===== config.mk =====
export PLATFORM = sky130hd
export DESIGN_NAME = adcsr_top
export DESIGN_NICKNAME = d
export VERILOG_FILES = /design/src/adcsr_pkg.sv /design/src/adcsr_link_if.sv /design/src/adcsr_shift.sv /design/src/adcsr_top.sv
export SDC_FILE = /design/constraint.sdc
export NUM_CORES = 1
export LEC_CHECK = 0
export BUFFER_PORTS_ARGS = -buffer_cell sky130_fd_sc_hd__buf_2
export CAP_MARGIN = 15
export CORE_MARGIN = 1.5
export CORE_UTILIZATION = 29
export CTS_BUF_LIST = sky130_fd_sc_hd__clkbuf_8
export DETAILED_ROUTE_END_ITERATION = 10
export GPL_ROUTABILITY_DRIVEN = 0
export SYNTH_ARGS = -nofsm -noshare
export SYNTH_HDL_FRONTEND = slang
export SYNTH_HIERARCHICAL = 1
export SYNTH_SLANG_ARGS = --single-unit

===== constraint.sdc =====
create_clock -name core_clk -period 1.77 [get_ports core_clk]
set_input_delay 0.2655 -clock core_clk [delete_from_list [all_inputs] [get_ports core_clk]]
set_output_delay 0.2655 -clock core_clk [all_outputs]
set_load 0.03 [all_outputs]

===== src/adcsr_pkg.sv =====
// constants shared by the serial register decode block
package adcsr_pkg;

	// ---------------------------------------------------------------
	// word layout
	// ---------------------------------------------------------------
	localparam int WORD_W   = 16;
	localparam int DATA_W   = 14;
	localparam int TGT_HI   = 15;
	localparam int TGT_LO   = 14;
	localparam int CNT_W    = 5;
	localparam logic [CNT_W-1:0] LAST_BIT = 5'h0F;

	// ---------------------------------------------------------------
	// write targets and read sources
	// ---------------------------------------------------------------
	localparam logic [1:0] TGT_NONE  = 2'h0;
	localparam logic [1:0] TGT_TEST  = 2'h1;
	localparam logic [1:0] TGT_CAL   = 2'h2;
	localparam logic [1:0] TGT_CTRL  = 2'h3;
	localparam logic [1:0] RD_RESULT = 2'h0;
	localparam logic [1:0] RD_TEST   = 2'h1;
	localparam logic [1:0] RD_CAL    = 2'h2;
	localparam logic [1:0] RD_STATUS = 2'h3;

	// ---------------------------------------------------------------
	// conversion_control fields and status word
	// ---------------------------------------------------------------
	localparam int CTL_PD_HI  = 9;
	localparam int CTL_PD_LO  = 8;
	localparam int CTL_RS_HI  = 7;
	localparam int CTL_RS_LO  = 6;
	localparam int CTL_MODE   = 5;
	localparam int CTL_CONV   = 4;
	localparam int CTL_CALSYS = 3;
	localparam int CTL_CS_HI  = 2;
	localparam int CTL_CS_LO  = 1;
	localparam int CTL_CALGO  = 0;
	localparam logic [DATA_W-1:0] CTL_RESET = 14'h0000;
	localparam logic [1:0] LEAD_ZERO = 2'h0;
	localparam logic [3:0] ST_ZERO4  = 4'h0;

	// calibration step mask: bit 2 dac, bit 1 gain, bit 0 offset
	function automatic logic [2:0] cal_steps_of(input logic [1:0] sel);
		unique case (sel)
			2'h0: cal_steps_of = 3'h7;
			2'h1: cal_steps_of = 3'h3;
			2'h2: cal_steps_of = 3'h1;
			2'h3: cal_steps_of = 3'h2;
		endcase
	endfunction

endpackage


===== src/adcsr_link_if.sv =====
// word-level carrier between the serial shifter and the register decode
`timescale 1ns/1ps
interface adcsr_link_if;
	logic        word_valid; // one-cycle pulse, full write word taken
	logic [15:0] word;       // assembled write word
	logic        read_done;  // one-cycle pulse, full read frame sent
	logic [15:0] rd_word;    // word to send in the next frame
	logic        mode1;      // send read data on the input pin

	modport shifter (output word_valid, output word, output read_done,
		input rd_word, input mode1);
	modport decoder (input word_valid, input word, input read_done,
		output rd_word, output mode1);
endinterface


===== src/adcsr_shift.sv =====
// serial shifter: samples the serial pins and assembles 16-bit frames
`timescale 1ns/1ps
module adcsr_shift
(
	// clock and reset
	input  wire logic         core_clk,
	input  wire logic         resetn,
	// serial pins
	input  wire logic         sclk,
	input  wire logic         sync_n,
	input  wire logic         din,
	output logic              dout,
	output logic              din_out,
	output logic              din_oe,
	// word side
	adcsr_link_if.shifter     lk
);
	logic                       sclk_s1, sclk_s2, sclk_q;
	logic                       sync_s1, sync_s2, frame_q;
	logic                       din_s1, din_s2;
	logic [adcsr_pkg::CNT_W-1:0] cnt;
	logic [15:0]                in_sr, out_sr;
	logic                       drive_din;
	wire                        frame = ~sync_s2;
	wire                        rise  = sclk_s2 & ~sclk_q;
	wire                        fall  = ~sclk_s2 & sclk_q;
	wire                        last  = rise && frame && cnt == adcsr_pkg::LAST_BIT;

	// -----------------------------------------------------------------
	// pin synchronisers, third stage only for edge finding
	// -----------------------------------------------------------------
	always_ff @(posedge core_clk or negedge resetn)
	begin
		if (!resetn)
		begin
			{sclk_s1, sclk_s2, sclk_q} <= 3'h0;
			{sync_s1, sync_s2, frame_q} <= 3'h6;
			{din_s1, din_s2} <= 2'h0;
		end
		else
		begin
			{sclk_s1, sclk_s2, sclk_q} <= {sclk, sclk_s1, sclk_s2};
			{sync_s1, sync_s2, frame_q} <= {sync_n, sync_s1, frame};
			{din_s1, din_s2} <= {din, din_s1};
		end
	end

	// input side: msb first, a word counts only once 16 bits are in
	always_ff @(posedge core_clk or negedge resetn)
	begin
		if (!resetn)
		begin
			cnt <= '0;
			in_sr <= '0;
			lk.word_valid <= 1'b0;
			lk.read_done <= 1'b0;
			lk.word <= '0;
		end
		else
		begin
			lk.word_valid <= last && !drive_din;
			lk.read_done <= last;
			if (frame && !frame_q)
				cnt <= '0; // a short frame is simply forgotten
			else if (rise && frame && cnt <= adcsr_pkg::LAST_BIT)
			begin
				in_sr <= {in_sr[14:0], din_s2};
				cnt <= cnt + 5'h01;
			end
			if (last)
				lk.word <= {in_sr[14:0], din_s2};
		end
	end

	// output side: first bit shows at frame start, next on each fall
	always_ff @(posedge core_clk or negedge resetn)
	begin
		if (!resetn)
		begin
			out_sr <= '0;
			dout <= 1'b0;
			din_out <= 1'b0;
			din_oe <= 1'b0;
			drive_din <= 1'b0;
		end
		else
		begin
			if (frame && !frame_q)
			begin
				out_sr <= lk.rd_word;
				dout <= lk.rd_word[15];
				din_out <= lk.rd_word[15];
				drive_din <= lk.mode1; // frame turns the input pin around
			end
			else if (fall && frame)
			begin
				out_sr <= {out_sr[14:0], 1'b0};
				dout <= out_sr[14];
				din_out <= out_sr[14];
			end
			din_oe <= frame && (frame_q ? drive_din : lk.mode1);
		end
	end
endmodule // adcsr_shift


===== src/adcsr_top.sv =====
// serial register decode for a calibrating converter: write decode, control, read mux
`timescale 1ns/1ps
module adcsr_top
(
	// clock and reset
	input  wire logic        core_clk,
	input  wire logic        resetn,
	// serial pins
	input  wire logic        sclk,
	input  wire logic        sync_n,
	input  wire logic        din,
	output logic             dout,
	output logic             din_out,
	output logic             din_oe,
	// power-down pin
	input  wire logic        sleep_n,
	// conversion and calibration engine
	input  wire logic        conv_done,
	input  wire logic        cal_done,
	input  wire logic [13:0] conv_result,
	input  wire logic [13:0] cal_rd_data,
	output logic             conv_start,
	output logic             cal_go,
	output logic             cal_system,
	output logic [2:0]       cal_steps,
	output logic [1:0]       cal_sel,
	output logic             cal_wr_en,
	output logic [13:0]      cal_wr_data,
	// mode outputs
	output logic [2:0]       power_state,
	output logic             serial_mode1
);
	// -----------------------------------------------------------------
	// declarations
	// -----------------------------------------------------------------
	adcsr_link_if lk ();

	logic [13:0] conversion_control;
	logic [13:0] test_reg;
	logic        sleep_s1, sleep_s2;
	logic [15:0] next_rd_word;
	logic [1:0]  tgt;
	logic [1:0]  rsel;
	logic        wr_test, wr_cal, wr_ctrl;
	logic [13:0] wdata;

	// word target decode on the full word only; address 00 raises no strobe
	assign tgt     = lk.word[adcsr_pkg::TGT_HI:adcsr_pkg::TGT_LO];
	assign wdata   = lk.word[adcsr_pkg::DATA_W-1:0];
	assign wr_test = lk.word_valid && tgt == adcsr_pkg::TGT_TEST;
	assign wr_cal  = lk.word_valid && tgt == adcsr_pkg::TGT_CAL;
	assign wr_ctrl = lk.word_valid && tgt == adcsr_pkg::TGT_CTRL;
	assign rsel    = conversion_control[adcsr_pkg::CTL_RS_HI:adcsr_pkg::CTL_RS_LO];

	// -----------------------------------------------------------------
	// serial shifter
	// -----------------------------------------------------------------
	adcsr_shift u_shift
	(
		.core_clk (core_clk),
		.resetn   (resetn),
		.sclk     (sclk),
		.sync_n   (sync_n),
		.din      (din),
		.dout     (dout),
		.din_out  (din_out),
		.din_oe   (din_oe),
		.lk       (lk)
	);

	// -----------------------------------------------------------------
	// control register
	// -----------------------------------------------------------------
	// a write wins over any self-clear arriving in the same cycle,
	// so a write that sets the mode bit survives the read_done of its own frame
	always_ff @(posedge core_clk or negedge resetn)
	begin
		if (!resetn)
			conversion_control <= adcsr_pkg::CTL_RESET;
		else if (wr_ctrl)
			conversion_control <= wdata; // bits 13:10 kept as sent
		else
		begin
			if (lk.read_done)
				conversion_control[adcsr_pkg::CTL_MODE] <= 1'b0;
			if (conv_done)
				conversion_control[adcsr_pkg::CTL_CONV] <= 1'b0;
			if (cal_done)
				conversion_control[adcsr_pkg::CTL_CALGO] <= 1'b0;
		end
	end

	// test register, written only by address 01
	always_ff @(posedge core_clk or negedge resetn)
	begin
		if (!resetn)
			test_reg <= '0;
		else if (wr_test)
			test_reg <= wdata;
	end

	// calibration coefficient write, addressed by the select bits
	always_ff @(posedge core_clk or negedge resetn)
	begin
		if (!resetn)
		begin
			cal_wr_en <= 1'b0;
			cal_wr_data <= '0;
		end
		else
		begin
			cal_wr_en <= wr_cal;
			if (wr_cal)
				cal_wr_data <= wdata;
		end
	end

	// -----------------------------------------------------------------
	// start pulses and calibration type
	// -----------------------------------------------------------------
	// starts fire from the written word so they are one cycle long
	always_ff @(posedge core_clk or negedge resetn)
	begin
		if (!resetn)
		begin
			conv_start <= 1'b0;
			cal_go <= 1'b0;
			cal_system <= 1'b0;
			cal_steps <= '0;
		end
		else
		begin
			conv_start <= wr_ctrl && wdata[adcsr_pkg::CTL_CONV];
			cal_go <= wr_ctrl && wdata[adcsr_pkg::CTL_CALGO];
			if (wr_ctrl && wdata[adcsr_pkg::CTL_CALGO])
			begin
				cal_system <= wdata[adcsr_pkg::CTL_CALSYS];
				cal_steps <= adcsr_pkg::cal_steps_of(
					wdata[adcsr_pkg::CTL_CS_HI:adcsr_pkg::CTL_CS_LO]);
			end
		end
	end

	// select bits double as coefficient address while idle
	assign cal_sel = conversion_control[adcsr_pkg::CTL_CS_HI:adcsr_pkg::CTL_CS_LO];
	assign serial_mode1 = conversion_control[adcsr_pkg::CTL_MODE];
	assign lk.mode1 = conversion_control[adcsr_pkg::CTL_MODE];

	// -----------------------------------------------------------------
	// power-down selection
	// -----------------------------------------------------------------
	// sleep pin is asynchronous, two stages before use
	always_ff @(posedge core_clk or negedge resetn)
	begin
		if (!resetn)
		begin
			{sleep_s1, sleep_s2} <= 2'h3;
			power_state <= '0;
		end
		else
		begin
			{sleep_s1, sleep_s2} <= {sleep_n, sleep_s1};
			power_state <= {~sleep_s2, conversion_control[adcsr_pkg::CTL_PD_HI],
				conversion_control[adcsr_pkg::CTL_PD_LO]};
		end
	end

	// -----------------------------------------------------------------
	// read source
	// -----------------------------------------------------------------
	// the frame loads this word at its start, so a source change
	// only affects frames that begin afterwards
	always_comb
	begin
		unique case (rsel)
			adcsr_pkg::RD_RESULT: next_rd_word = {adcsr_pkg::LEAD_ZERO, conv_result};
			adcsr_pkg::RD_TEST:   next_rd_word = {adcsr_pkg::LEAD_ZERO, test_reg};
			adcsr_pkg::RD_CAL:    next_rd_word = {adcsr_pkg::LEAD_ZERO, cal_rd_data};
			adcsr_pkg::RD_STATUS: next_rd_word = {1'b0,
				conversion_control[adcsr_pkg::CTL_CONV] | conversion_control[adcsr_pkg::CTL_CALGO],
				adcsr_pkg::ST_ZERO4, conversion_control[9:5], 1'b0, conversion_control[3:0]};
		endcase
	end

	always_ff @(posedge core_clk or negedge resetn)
	begin
		if (!resetn)
			lk.rd_word <= '0;
		else
			lk.rd_word <= next_rd_word;
	end
endmodule // adcsr_top


======== Yosys cells after proc, flatten, opt, wreduce, memory -nomap -nowiden ========
Cells that the tools add are included.
storage, ports and cells
  bits in registers ....................... 130
  bits in latches ......................... 0
  memory bits (writable) .................. 0
  memory bits (read-only) ................. 0
  bits of input ports ..................... 36
  output and inout port bits .............. 30
  logic and storage cells ................. 88
  memories ................................ 0
operators by class
  add/sub/neg operators ................... 1
  $mul .................................... 0
  divide/modulo/power cells ............... 0
  $lt $le $gt $ge ......................... 1
  eq/ne operators ......................... 10
  shift operators ......................... 0
  muxes and demuxes ....................... 14
  bitwise logic cells ..................... 8
  reduce and logical (&&, ||, !) cells .... 22
operators with widths
  kind                   number
  $pmux W16 S4           1
  $mux W15               2
  $eq A2 B2 Y1 const B   6
  $logic_and A1 B1 Y1    12
  $pmux W3 S4            1
  $mux W5                2
  $reduce_bool A2 Y1     5
  $mux W1                7
  $eq A2 B1 Y1 const B   3
  $add A5 B1 Y5 const B  1
  $eq A5 B4 Y1 const B   1
  $le A5 B4 Y1 const B   1
  $not A1 Y1             5
  $logic_not A2 Y1       2
  $and A1 B1 Y1          2
  $logic_not A1 Y1       2
  $mux W2                1
  $reduce_and A2 Y1      1
  $or A1 B1 Y1           1

======== Logic depth before layout (Yosys ltp) ========
Gate-level depths: netlist of run 1.
  word-level depth ........................ 6
  depth in mapped cells ................... 8
  gate-level depth less buffers ........... 7

======== Hierarchy ========
The synthesis of run 1 kept the hierarchy.
by module, submodules not included
  module       times used  cells an instance  area each (um^2)  sequential area each (um^2)
  adcsr_top    1           157                2637.5            1629.1
  adcsr_shift  1           208                2555.0            1604.0

======== Least setup slack after synthesis of run 1 ========
Ideal clock, no wire load.
  path type ............................... flip-flop to flip-flop
  start point ............................. reg u_shift.sync_s2
  end point ............................... reg u_shift.in_sr[10]
  arrival ................................. 1.780 ns
  setup slack ............................. -0.135 ns
  cell stages (with the launch flop) ...... 7
  buffers on the path ..................... 2
  clock period less this slack ............ 1.905 ns
  cell sequence ........................... dfstp_2 > buf_6 > or4b_4 > o21a_4 > nor2_8 > buf_12 > mux2_4
on the way
  cells in the longest elaborated chain, start to end .. 4
  elaborated cells between the ends (all ways) .. 6
  classes of those cells .................. 2 x bitwise; 4 x reduce/logical
RTL lines
  item                                                      line                                  source
  start, declared                                           adcsr_shift.sv:19                     logic sync_s1, sync_s2, frame_q;
  start signal, assigned                                    adcsr_shift.sv:43                     {sync_s1, sync_s2, frame_q} <= {sync_n, sync_s1, frame};
  $not A1 Y1 (*)                                            adcsr_shift.sv:24                     wire frame = ~sync_s2;
  $logic_and A1 B1 Y1 (on tied branches)                    adcsr_shift.sv:65, adcsr_shift.sv:63
  $logic_and A1 B1 Y1 / $not A1 Y1 (equally long branches)  -
  $reduce_and A2 Y1 (no source line) (*)                    -
  end signal, assigned                                      adcsr_shift.sv:67                     in_sr <= {in_sr[14:0], din_s2};
  end, declared                                             adcsr_shift.sv:22                     logic [15:0] in_sr, out_sr;
Mark *: on every way between the ends. The rest lies on a longest branch, timed or not.
A chain may end at the register's enable or synchronous reset.

======== Final worst setup path of run 1 ========
  start point ............................. reg u_shift/cnt[4] (netlist name)
  end point ............................... reg u_shift.in_sr[14]
on the way
  cells in the longest elaborated chain, start to end .. 3
RTL lines
  item                                line               source
  start, declared                     adcsr_shift.sv:21  logic [adcsr_pkg::CNT_W-1:0] cnt;
  start signal, assigned              adcsr_shift.sv:68  cnt <= cnt + 5'h01;
  $le A5 B4 Y1                        adcsr_shift.sv:65  else if (rise && frame && cnt <= adcsr_pkg::LAST_BIT)
  $logic_and A1 B1 Y1                 adcsr_shift.sv:65
  $reduce_and A2 Y1 (no source line)  -
No other way between the ends.

==> impl_metrics.py, run 1 <==
metrics = {
    "run_status": {
        "outcome": "finished, violations left",
        "violations": "negative setup slack",
    },
    "layout": {
        "largest_register_ffs": 16,
        "diodes": 0,
        "drive_gt1_frac": 0.418,
        "seq_area_sq_um": 3230,
        "multi_input_area_sq_um": 1740,
        "areaGrowthSynthToFinish_pct": 21.6,
        "stdcell_area_sq_um": 6310,
        "regMostFlops": "u_shift/lk.word",
        "layout.nets": 494,
        "postLayoutCoreUtil": 0.362,
        "fill_cells": 1689,
    },
    "power_and_ir_drop": {
        "leakagePower_nw": 3.32,
        "ir_drop_mv": 0.473,
        "power_density_nw_per_um2": 963,
    },
    "die": {
        "die_h_um": 137,
        "num_io_pins": 66,
        "fp.dieW_um": 137,
        "coreArea_sq_um": 17400,
        "fp.dieArea_sq_um": 18700,
        "start_util": 0.298,
        "row_count": 48,
    },
    "synthesis": {
        "ys_ff_latch": 129,
        "yosysSeqAreaShare": 0.623,
        "synth_top_area_frac": 0.602,
        "synth_area_sq_um": 5190,
        "synth_warnings": 6,
        "syn_inst": 365,
        "syn-num-nets": 403,
        "avgSynthCellArea_sq_um": 14.2,
        "synth_async_sr_flop_share": 1.00,
        "synth_flop_cell": "dfrtp_1",
        "synth-edff-count": 0,
        "ys_top_cells_by_area": "dfrtp_1 (60%), mux2_2 (8.5%), mux2_4 (5.5%)",
        "ys_types": 44,
        "yosys.area.top_type": "dfrtp_1",
    },
    "global_routing": {
        "track_usage": 0.123,
        "grt_max_degree": 48,
        "grt-ovfl-total": 0,
        "grt_pass1_vias": 3269,
        "grt_pass1_wl_um": 17200,
        "antenna_found_initial": 0,
    },
    "routing": {
        "drc": 0,
        "viasPerCell": 4.48,
        "drtPass1Iterations": 4,
        "vias": 3094,
        "postRouteWirelength_um": 10600,
        "drtIter0Drc": 206,
        "avgRoutedWirePerCell_um": 15.3,
        "postRouteAntennaNets": 0,
    },
    "clock_network": {
        "cts_tree": "built",
        "cts-htree-levels": 4,
        "clk_latency_ns": 0.44,
        "numCtsBuffers": 17,
        "cts_sinks": 129,
        "clk_pin_slew_ns": 0.07,
        "cts.path.max_buffers": 2,
        "cts_root_buf": "clkbuf_8",
    },
    "setup_path": {
        "crit_required_ns": 2.09,
        "start_kind": "flip-flop",
        "crit_type": "reg -> reg",
        "path_max_fanout": 12,
        "endpoint_kind": "flip-flop",
        "cp.arrival_ns": 2.19,
    },
    "timing": {
        "tns_ns": -1.13,
        "fin_worst_skew_ns": 0.0112,
        "finalHoldViolations": 0,
        "worst_slack_ns": -0.101,
        "final_max_slew_viol_count": 0,
        "finalSetupViolCount": 16,
        "fin_hold_ws_ns": 0.0439,
        "finalCritPeriodShare": 1.06,
        "max_clock_freq_mhz": 534,
        "rsz0062_at_grt": "true",
        "finalCriticalPeriod_ns": 1.87,
    },
    "run": {
        "cap_violations": 0,
    },
    "hold_path": {
        "hp-class": "in -> reg",
    },
    "placement": {
        "port_buffers": 65,
        "dp.final_hpwl_um": 7600,
        "place_area_sq_um": 5840,
    },
}
[final timing paths]
path | slack (ns) | depth (start not counted) | startpoint | to
worst max-delay path | -0.10 | 5 | u_shift/cnt[4] | u_shift/in_sr[14]
worst min-delay path | 0.04 | 2 | cal_rd_data[10] | lk.rd_word[10]
worst max register to register | -0.10 | 5 | u_shift/cnt[4] | u_shift/in_sr[14]
worst min register to register | 0.36 | 0 | sleep_s1 | sleep_s2
max in group asynchronous | 0.90 | 3 | resetn | u_shift/out_sr[13]
min in group asynchronous | 0.27 | 2 | resetn | cal_wr_data[0]
[placed cells by master (no fill, tap or decap), types with 2 or more instances in the layout]
master and n:
mux2_4 19, o2bb2ai_1 5, mux4_2 7, nand2_1 52
nor2b_1 2, nor2_1 6, inv_1 20, buf_2 64
nand2b_1 5, dlygate4sd3_1 5, dfstp_2 4, clkbuf_8 22
mux2_2 39, a222oi_1 12, dfrtp_1 125, o21ai_0 9
bufinv_16 2, buf_12 4, nand3_1 2, buf_4 19
mux2i_1 10, clkinv_2 4, nand3b_4 2, o22a_1 2
[layout make-up]
| class | instances | share of cell area |
|---|---|---|
| repair buffers | 92 | 0.0940 |
| multi-input cells | 196 | 0.276 |
| flip-flops and latches | 129 | 0.512 |
| inverters | 20 | 0.0119 |
| clock inverters | 7 | 0.0133 |
| well taps | 225 | 0.0446 |
| clock buffers | 22 | 0.0480 |
[synthesized netlist by cell type, drive strengths merged (2+ instances only)]
master   instances
buf             14
mux2            58
o21ai            9
a222oi          12
mux2i           10
nor2             8
a21oi            2
o2bb2ai          5
and3             2
nand3b           2
nand2b           5
clkbuf           6
dfstp            4
inv             19
or3              2
mux4             7
o22a             2
nor2b            2
dfrtp          125
ha               2
nand3            2
nand2           52
[power by group]
group | leakage [nW] | internal [mW] | switching, mW
logic | 1.40 | 0.220 | 0.187
registers | 1.71 | 3.11 | 0.106
clock network | 0.207 | 1.40 | 1.06
[critical path, cell delays in order (launching register included)]
cell and delay (ns):
dfrtp_1 0.38, or4b_4 0.55, o21a_4 0.24, nor2_8 0.10, buf_12 0.15, mux2_2 0.33
[cells by family (layout without fill, tap and decap cells)]
family,after synthesis,after routing,synth area share
DFF,129,129,0.623
and+or+nand+nor,81,81,0.0805
muxes,75,75,0.189
buffers and inverters,40,141,0.0439
AOI/OAI and AO/OA,36,36,0.0566
adders and majority gates,2,2,0.00482
other,1,1,0.000722
xor gates and xnor gates,1,1,0.00169
[metal layers]
layer	wire length, um	part of all wire	track usage	up-vias
met5	0	0	0	-
met4	244	0.023	0.0620	0
met3	418	0.039	0.0396	21
met2	5240	0.49	0.199	52
met1	4690	0.44	0.147	1571
li1	-	-	-	1450
[through the flow]
| step | setup slack, ns | total power [mW] | std cells |
|---|---|---|---|
| after global placement | -0.0686 | 3.64 | 655 |
| final | -0.101 | 6.08 | 691 |
| after global routing | -0.151 | 6.35 | 691 |
| after floorplan | -0.114 | 3.46 | 365 |
| after detailed placement | -0.0903 | 3.67 | 655 |
| after CTS | -0.0963 | 6.16 | 690 |
[repair_timing]
item | CTS | global route
setup buffers | 1 | 1
hold buffers | 5 | 0
gates resized for setup | 3 | 4
pin swaps | 1 | 0
hold endpoints to repair | 24 | 0
endpoints found under the setup margin | 17 | 27
No activity file was read; power rests on OpenSTA's default activity.
==> run 2: changes to the inputs <==
SYNTH_HIERARCHICAL = default   (was 1)
==> run 2 against run 1 <==
The run still ends with negative setup slack left. Combinational power is essentially flat. Cell area is 0.48% lower. Final cell count rose by 7.2%. Sequential share of layout area is 0.24 points higher. Non-clock buffer count is 2 higher. Total power fell by 0.90%. Fmax decreased by 0.43%. Clock skew up 0.00088 ns. Via count up 7.3%. Critical path type unchanged. Highest routed layer unchanged.
==> impl_metrics.py, run 2 <==
metrics = {
    "layout": {
        "layout_common_cells": "dfrtp_1 (125), nand2_1 (121), buf_2 (64)",
        "diodes": 0,
        "stdcell_area_sq_um": 6280,
        "drive_gt1_frac": 0.326,
        "largest_register_ffs": 16,
        "seq_area_sq_um": 3230,
        "fill_cells": 1659,
        "multi_input_area_sq_um": 1670,
        "areaGrowthSynthToFinish_pct": 24.3,
        "layout.nets": 543,
        "final_common_cell": "dfrtp_1",
        "regMostFlops": "u_shift.lk.word",
    },
    "synthesis": {
        "synth_warnings": 0,
        "synth_flop_cell": "dfrtp_1",
        "yosysSeqAreaShare": 0.639,
        "synth_area_sq_um": 5060,
        "yosys.cell_count.top_type": "dfrtp_1",
        "syn_inst": 412,
        "ys_ff_latch": 129,
        "synth_async_sr_flop_share": 1.00,
        "synth_top_area_frac": 0.619,
        "ys_types": 44,
        "yosys.area.top_type": "dfrtp_1",
        "synth_common_cells": "dfrtp_1 (125), nand2_1 (121), inv_1 (22), mux2_2 (17), clkbuf_1 (13)",
        "syn-num-nets": 450,
        "avgSynthCellArea_sq_um": 12.3,
        "synth-edff-count": 0,
        "ys_top_cells_by_area": "dfrtp_1 (62%), nand2_1 (9.0%), mux2_2 (3.8%)",
    },
    "setup_path": {
        "cp_num_buf_inv": 1,
        "crit_slowest_cell": "dfrtp_1",
        "cp.arrival_ns": 2.18,
        "cpPeakStageDelay_ns": 0.36,
        "crit_required_ns": 2.07,
        "path_max_fanout": 5,
        "crit_chain": "ha_2 -> and3_4 -> ha_4 -> nand4bb_1 -> o21a_4 -> nor2_8 -> clkbuf_16 -> mux2_4",
        "endpoint_kind": "flip-flop",
        "critical_path.reg2reg.startpoint": "u_shift.cnt[1]",
        "crit_family": "simple AND/OR/NAND/NOR gates",
        "worst_r2r_path_depth": 8,
        "start_kind": "flip-flop",
        "crit_type": "reg -> reg",
        "regToRegSetupSlack_ns": -0.11,
        "r2r_end": "u_shift.in_sr[11]",
        "cp.depth": 8,
    },
    "die": {
        "coreArea_sq_um": 17200,
        "row_count": 48,
        "die_h_um": 135,
        "num_io_pins": 66,
        "fp.dieW_um": 135,
        "fp.dieArea_sq_um": 18200,
        "start_util": 0.294,
    },
    "timing": {
        "max-slew-margin-rel": 0.675,
        "fin_worst_skew_ns": 0.0121,
        "max_clock_freq_mhz": 532,
        "worst_pin_slew_ns": 0.487,
        "finalCriticalPeriod_ns": 1.88,
        "finalSetupViolCount": 17,
        "rsz0062_at_grt": "true",
        "worst_slack_ns": -0.109,
        "finalCritPeriodShare": 1.06,
        "final_max_slew_viol_count": 0,
        "finalHoldViolations": 0,
    },
    "clock_network": {
        "cts.path.max_buffers": 2,
        "cts_root_buf": "clkbuf_8",
        "clk_pin_slew_ns": 0.07,
        "numCtsBuffers": 17,
        "cts_sinks": 129,
        "clk_latency_ns": 0.42,
        "cts-htree-levels": 4,
        "cts_tree": "built",
    },
    "placement": {
        "dp.final_hpwl_um": 7710,
        "place_ws_ns": -0.161,
        "port_buffers": 65,
        "place_area_sq_um": 5720,
    },
    "routing": {
        "avgRoutedWirePerCell_um": 14.5,
        "drtIter0Drc": 371,
        "postRouteWirelength_um": 10800,
        "postRouteAntennaNets": 0,
        "drtPass1Iterations": 4,
        "drc": 0,
        "viasPerCell": 4.48,
        "vias": 3319,
    },
    "hold_path": {
        "hold_path_depth": 3,
        "hold_end": "lk.rd_word[10]",
        "worstHoldStart": "cal_rd_data[10]",
        "hp-class": "in -> reg",
    },
    "power_and_ir_drop": {
        "seqPwrFrac": 0.533,
        "p_sw_mw": 1.33,
        "power_frac_comb": 0.068,
        "swShare": 0.221,
        "power_density_nw_per_um2": 959,
        "leakagePower_nw": 3.29,
        "power.internal_mw": 4.69,
        "ir_drop_mv": 0.597,
        "power.share.clock": 0.399,
    },
    "run_status": {
        "outcome": "finished, violations left",
        "violations": "negative setup slack",
    },
    "global_routing": {
        "track_usage": 0.126,
        "antenna_found_initial": 0,
        "grt_pass1_wl_um": 17700,
        "grt-ovfl-total": 0,
        "grt_max_degree": 77,
        "grt_pass1_vias": 3451,
    },
    "run": {
        "cap_violations": 0,
    },
}
==> run 2: cells by family after synthesis <==
| kind of cell | Yosys count | share of synthesized area |
|---|---|---|
| adder cells (fa/ha/maj) | 2 | 0.00495 |
| AND/OR/NAND/NOR | 148 | 0.126 |
| XOR/XNOR | 1 | 0.00173 |
| buffers and inverters | 43 | 0.0391 |
| flip-flops | 129 | 0.639 |
| AO/OA/AOI/OAI | 41 | 0.0609 |
| multiplexers | 48 | 0.128 |
==> run 2: power groups by stage <==
| stage | registers (mW) | clock network, mW | logic [mW] |
|---|---|---|---|
| 2_1_floorplan | 3.23 | 0 | 0.202 |
| 3_3_place_gp | 3.26 | 0 | 0.350 |
| 3_5_place_dp | 3.26 | 0 | 0.366 |
| 4_1_cts | 3.21 | 2.47 | 0.382 |
| 5_1_grt | 3.23 | 2.60 | 0.455 |
| 6_report | 3.21 | 2.40 | 0.407 |
==> run 2: final cells by class <==
cell class / count / area share
flip-flops and latches: 129 / 0.515
multi-input cells: 240 / 0.266
repair buffers: 94 / 0.100
clock buffers: 21 / 0.0460
well taps: 225 / 0.0448
clock inverters: 9 / 0.0145
inverters: 23 / 0.0141
==> run 2: worst max path at each step <==
stage / from / end
after global placement: u_shift.sync_s2 / u_shift.in_sr[2]
final: u_shift.cnt[1] / u_shift.in_sr[11]
after detailed placement: u_shift.cnt[1] / u_shift.in_sr[1]
after floorplan: u_shift.sync_s2 / u_shift.in_sr[10]
after global routing: u_shift.cnt[1] / u_shift.in_sr[13]
after CTS: u_shift.cnt[1] / u_shift.in_sr[4]
==> run 2: layer usage <==
| layer | vias up | GRT usage | wire (um) |
|---|---|---|---|
| met5 | - | 0 | 0 |
| met4 | 0 | 0.0448 | 150 |
| met3 | 15 | 0.0402 | 467 |
| met2 | 64 | 0.215 | 5670 |
| met1 | 1669 | 0.150 | 4500 |
| li1 | 1571 | - | - |
==> run 2: stage by stage <==
stage	util	cells	TNS (ns)	total power, mW	hold WS [ns]
3_5_place_dp	0.333	701	-2.09	3.63	0.299
5_1_grt	0.366	741	-2.59	6.28	0.0283
6_report	0.366	741	-1.40	6.02	0.0564
4_1_cts	0.361	739	-1.67	6.06	0.0335
2_1_floorplan	-	412	-2.09	3.43	-0.0301
3_3_place_gp	0.333	701	-1.34	3.61	0.291
==> run 2: worst min-delay path, delay by kind of cell <==
kind | cells | cell delay [ns]
AO/OA/AOI/OAI | 1 | 0.05
buffers and inverters | 1 | 0.08
AND/OR/NAND/NOR | 1 | 0.04
==> run 2: repair_timing <==
action	4_1_cts	5_1_grt
setup buffers	3	1
pin swaps	1	4
cloned	0	1
endpoints found under the setup margin	19	36
resized for setup	1	14
hold buffers	5	0
endpoints found under the hold margin	129	0
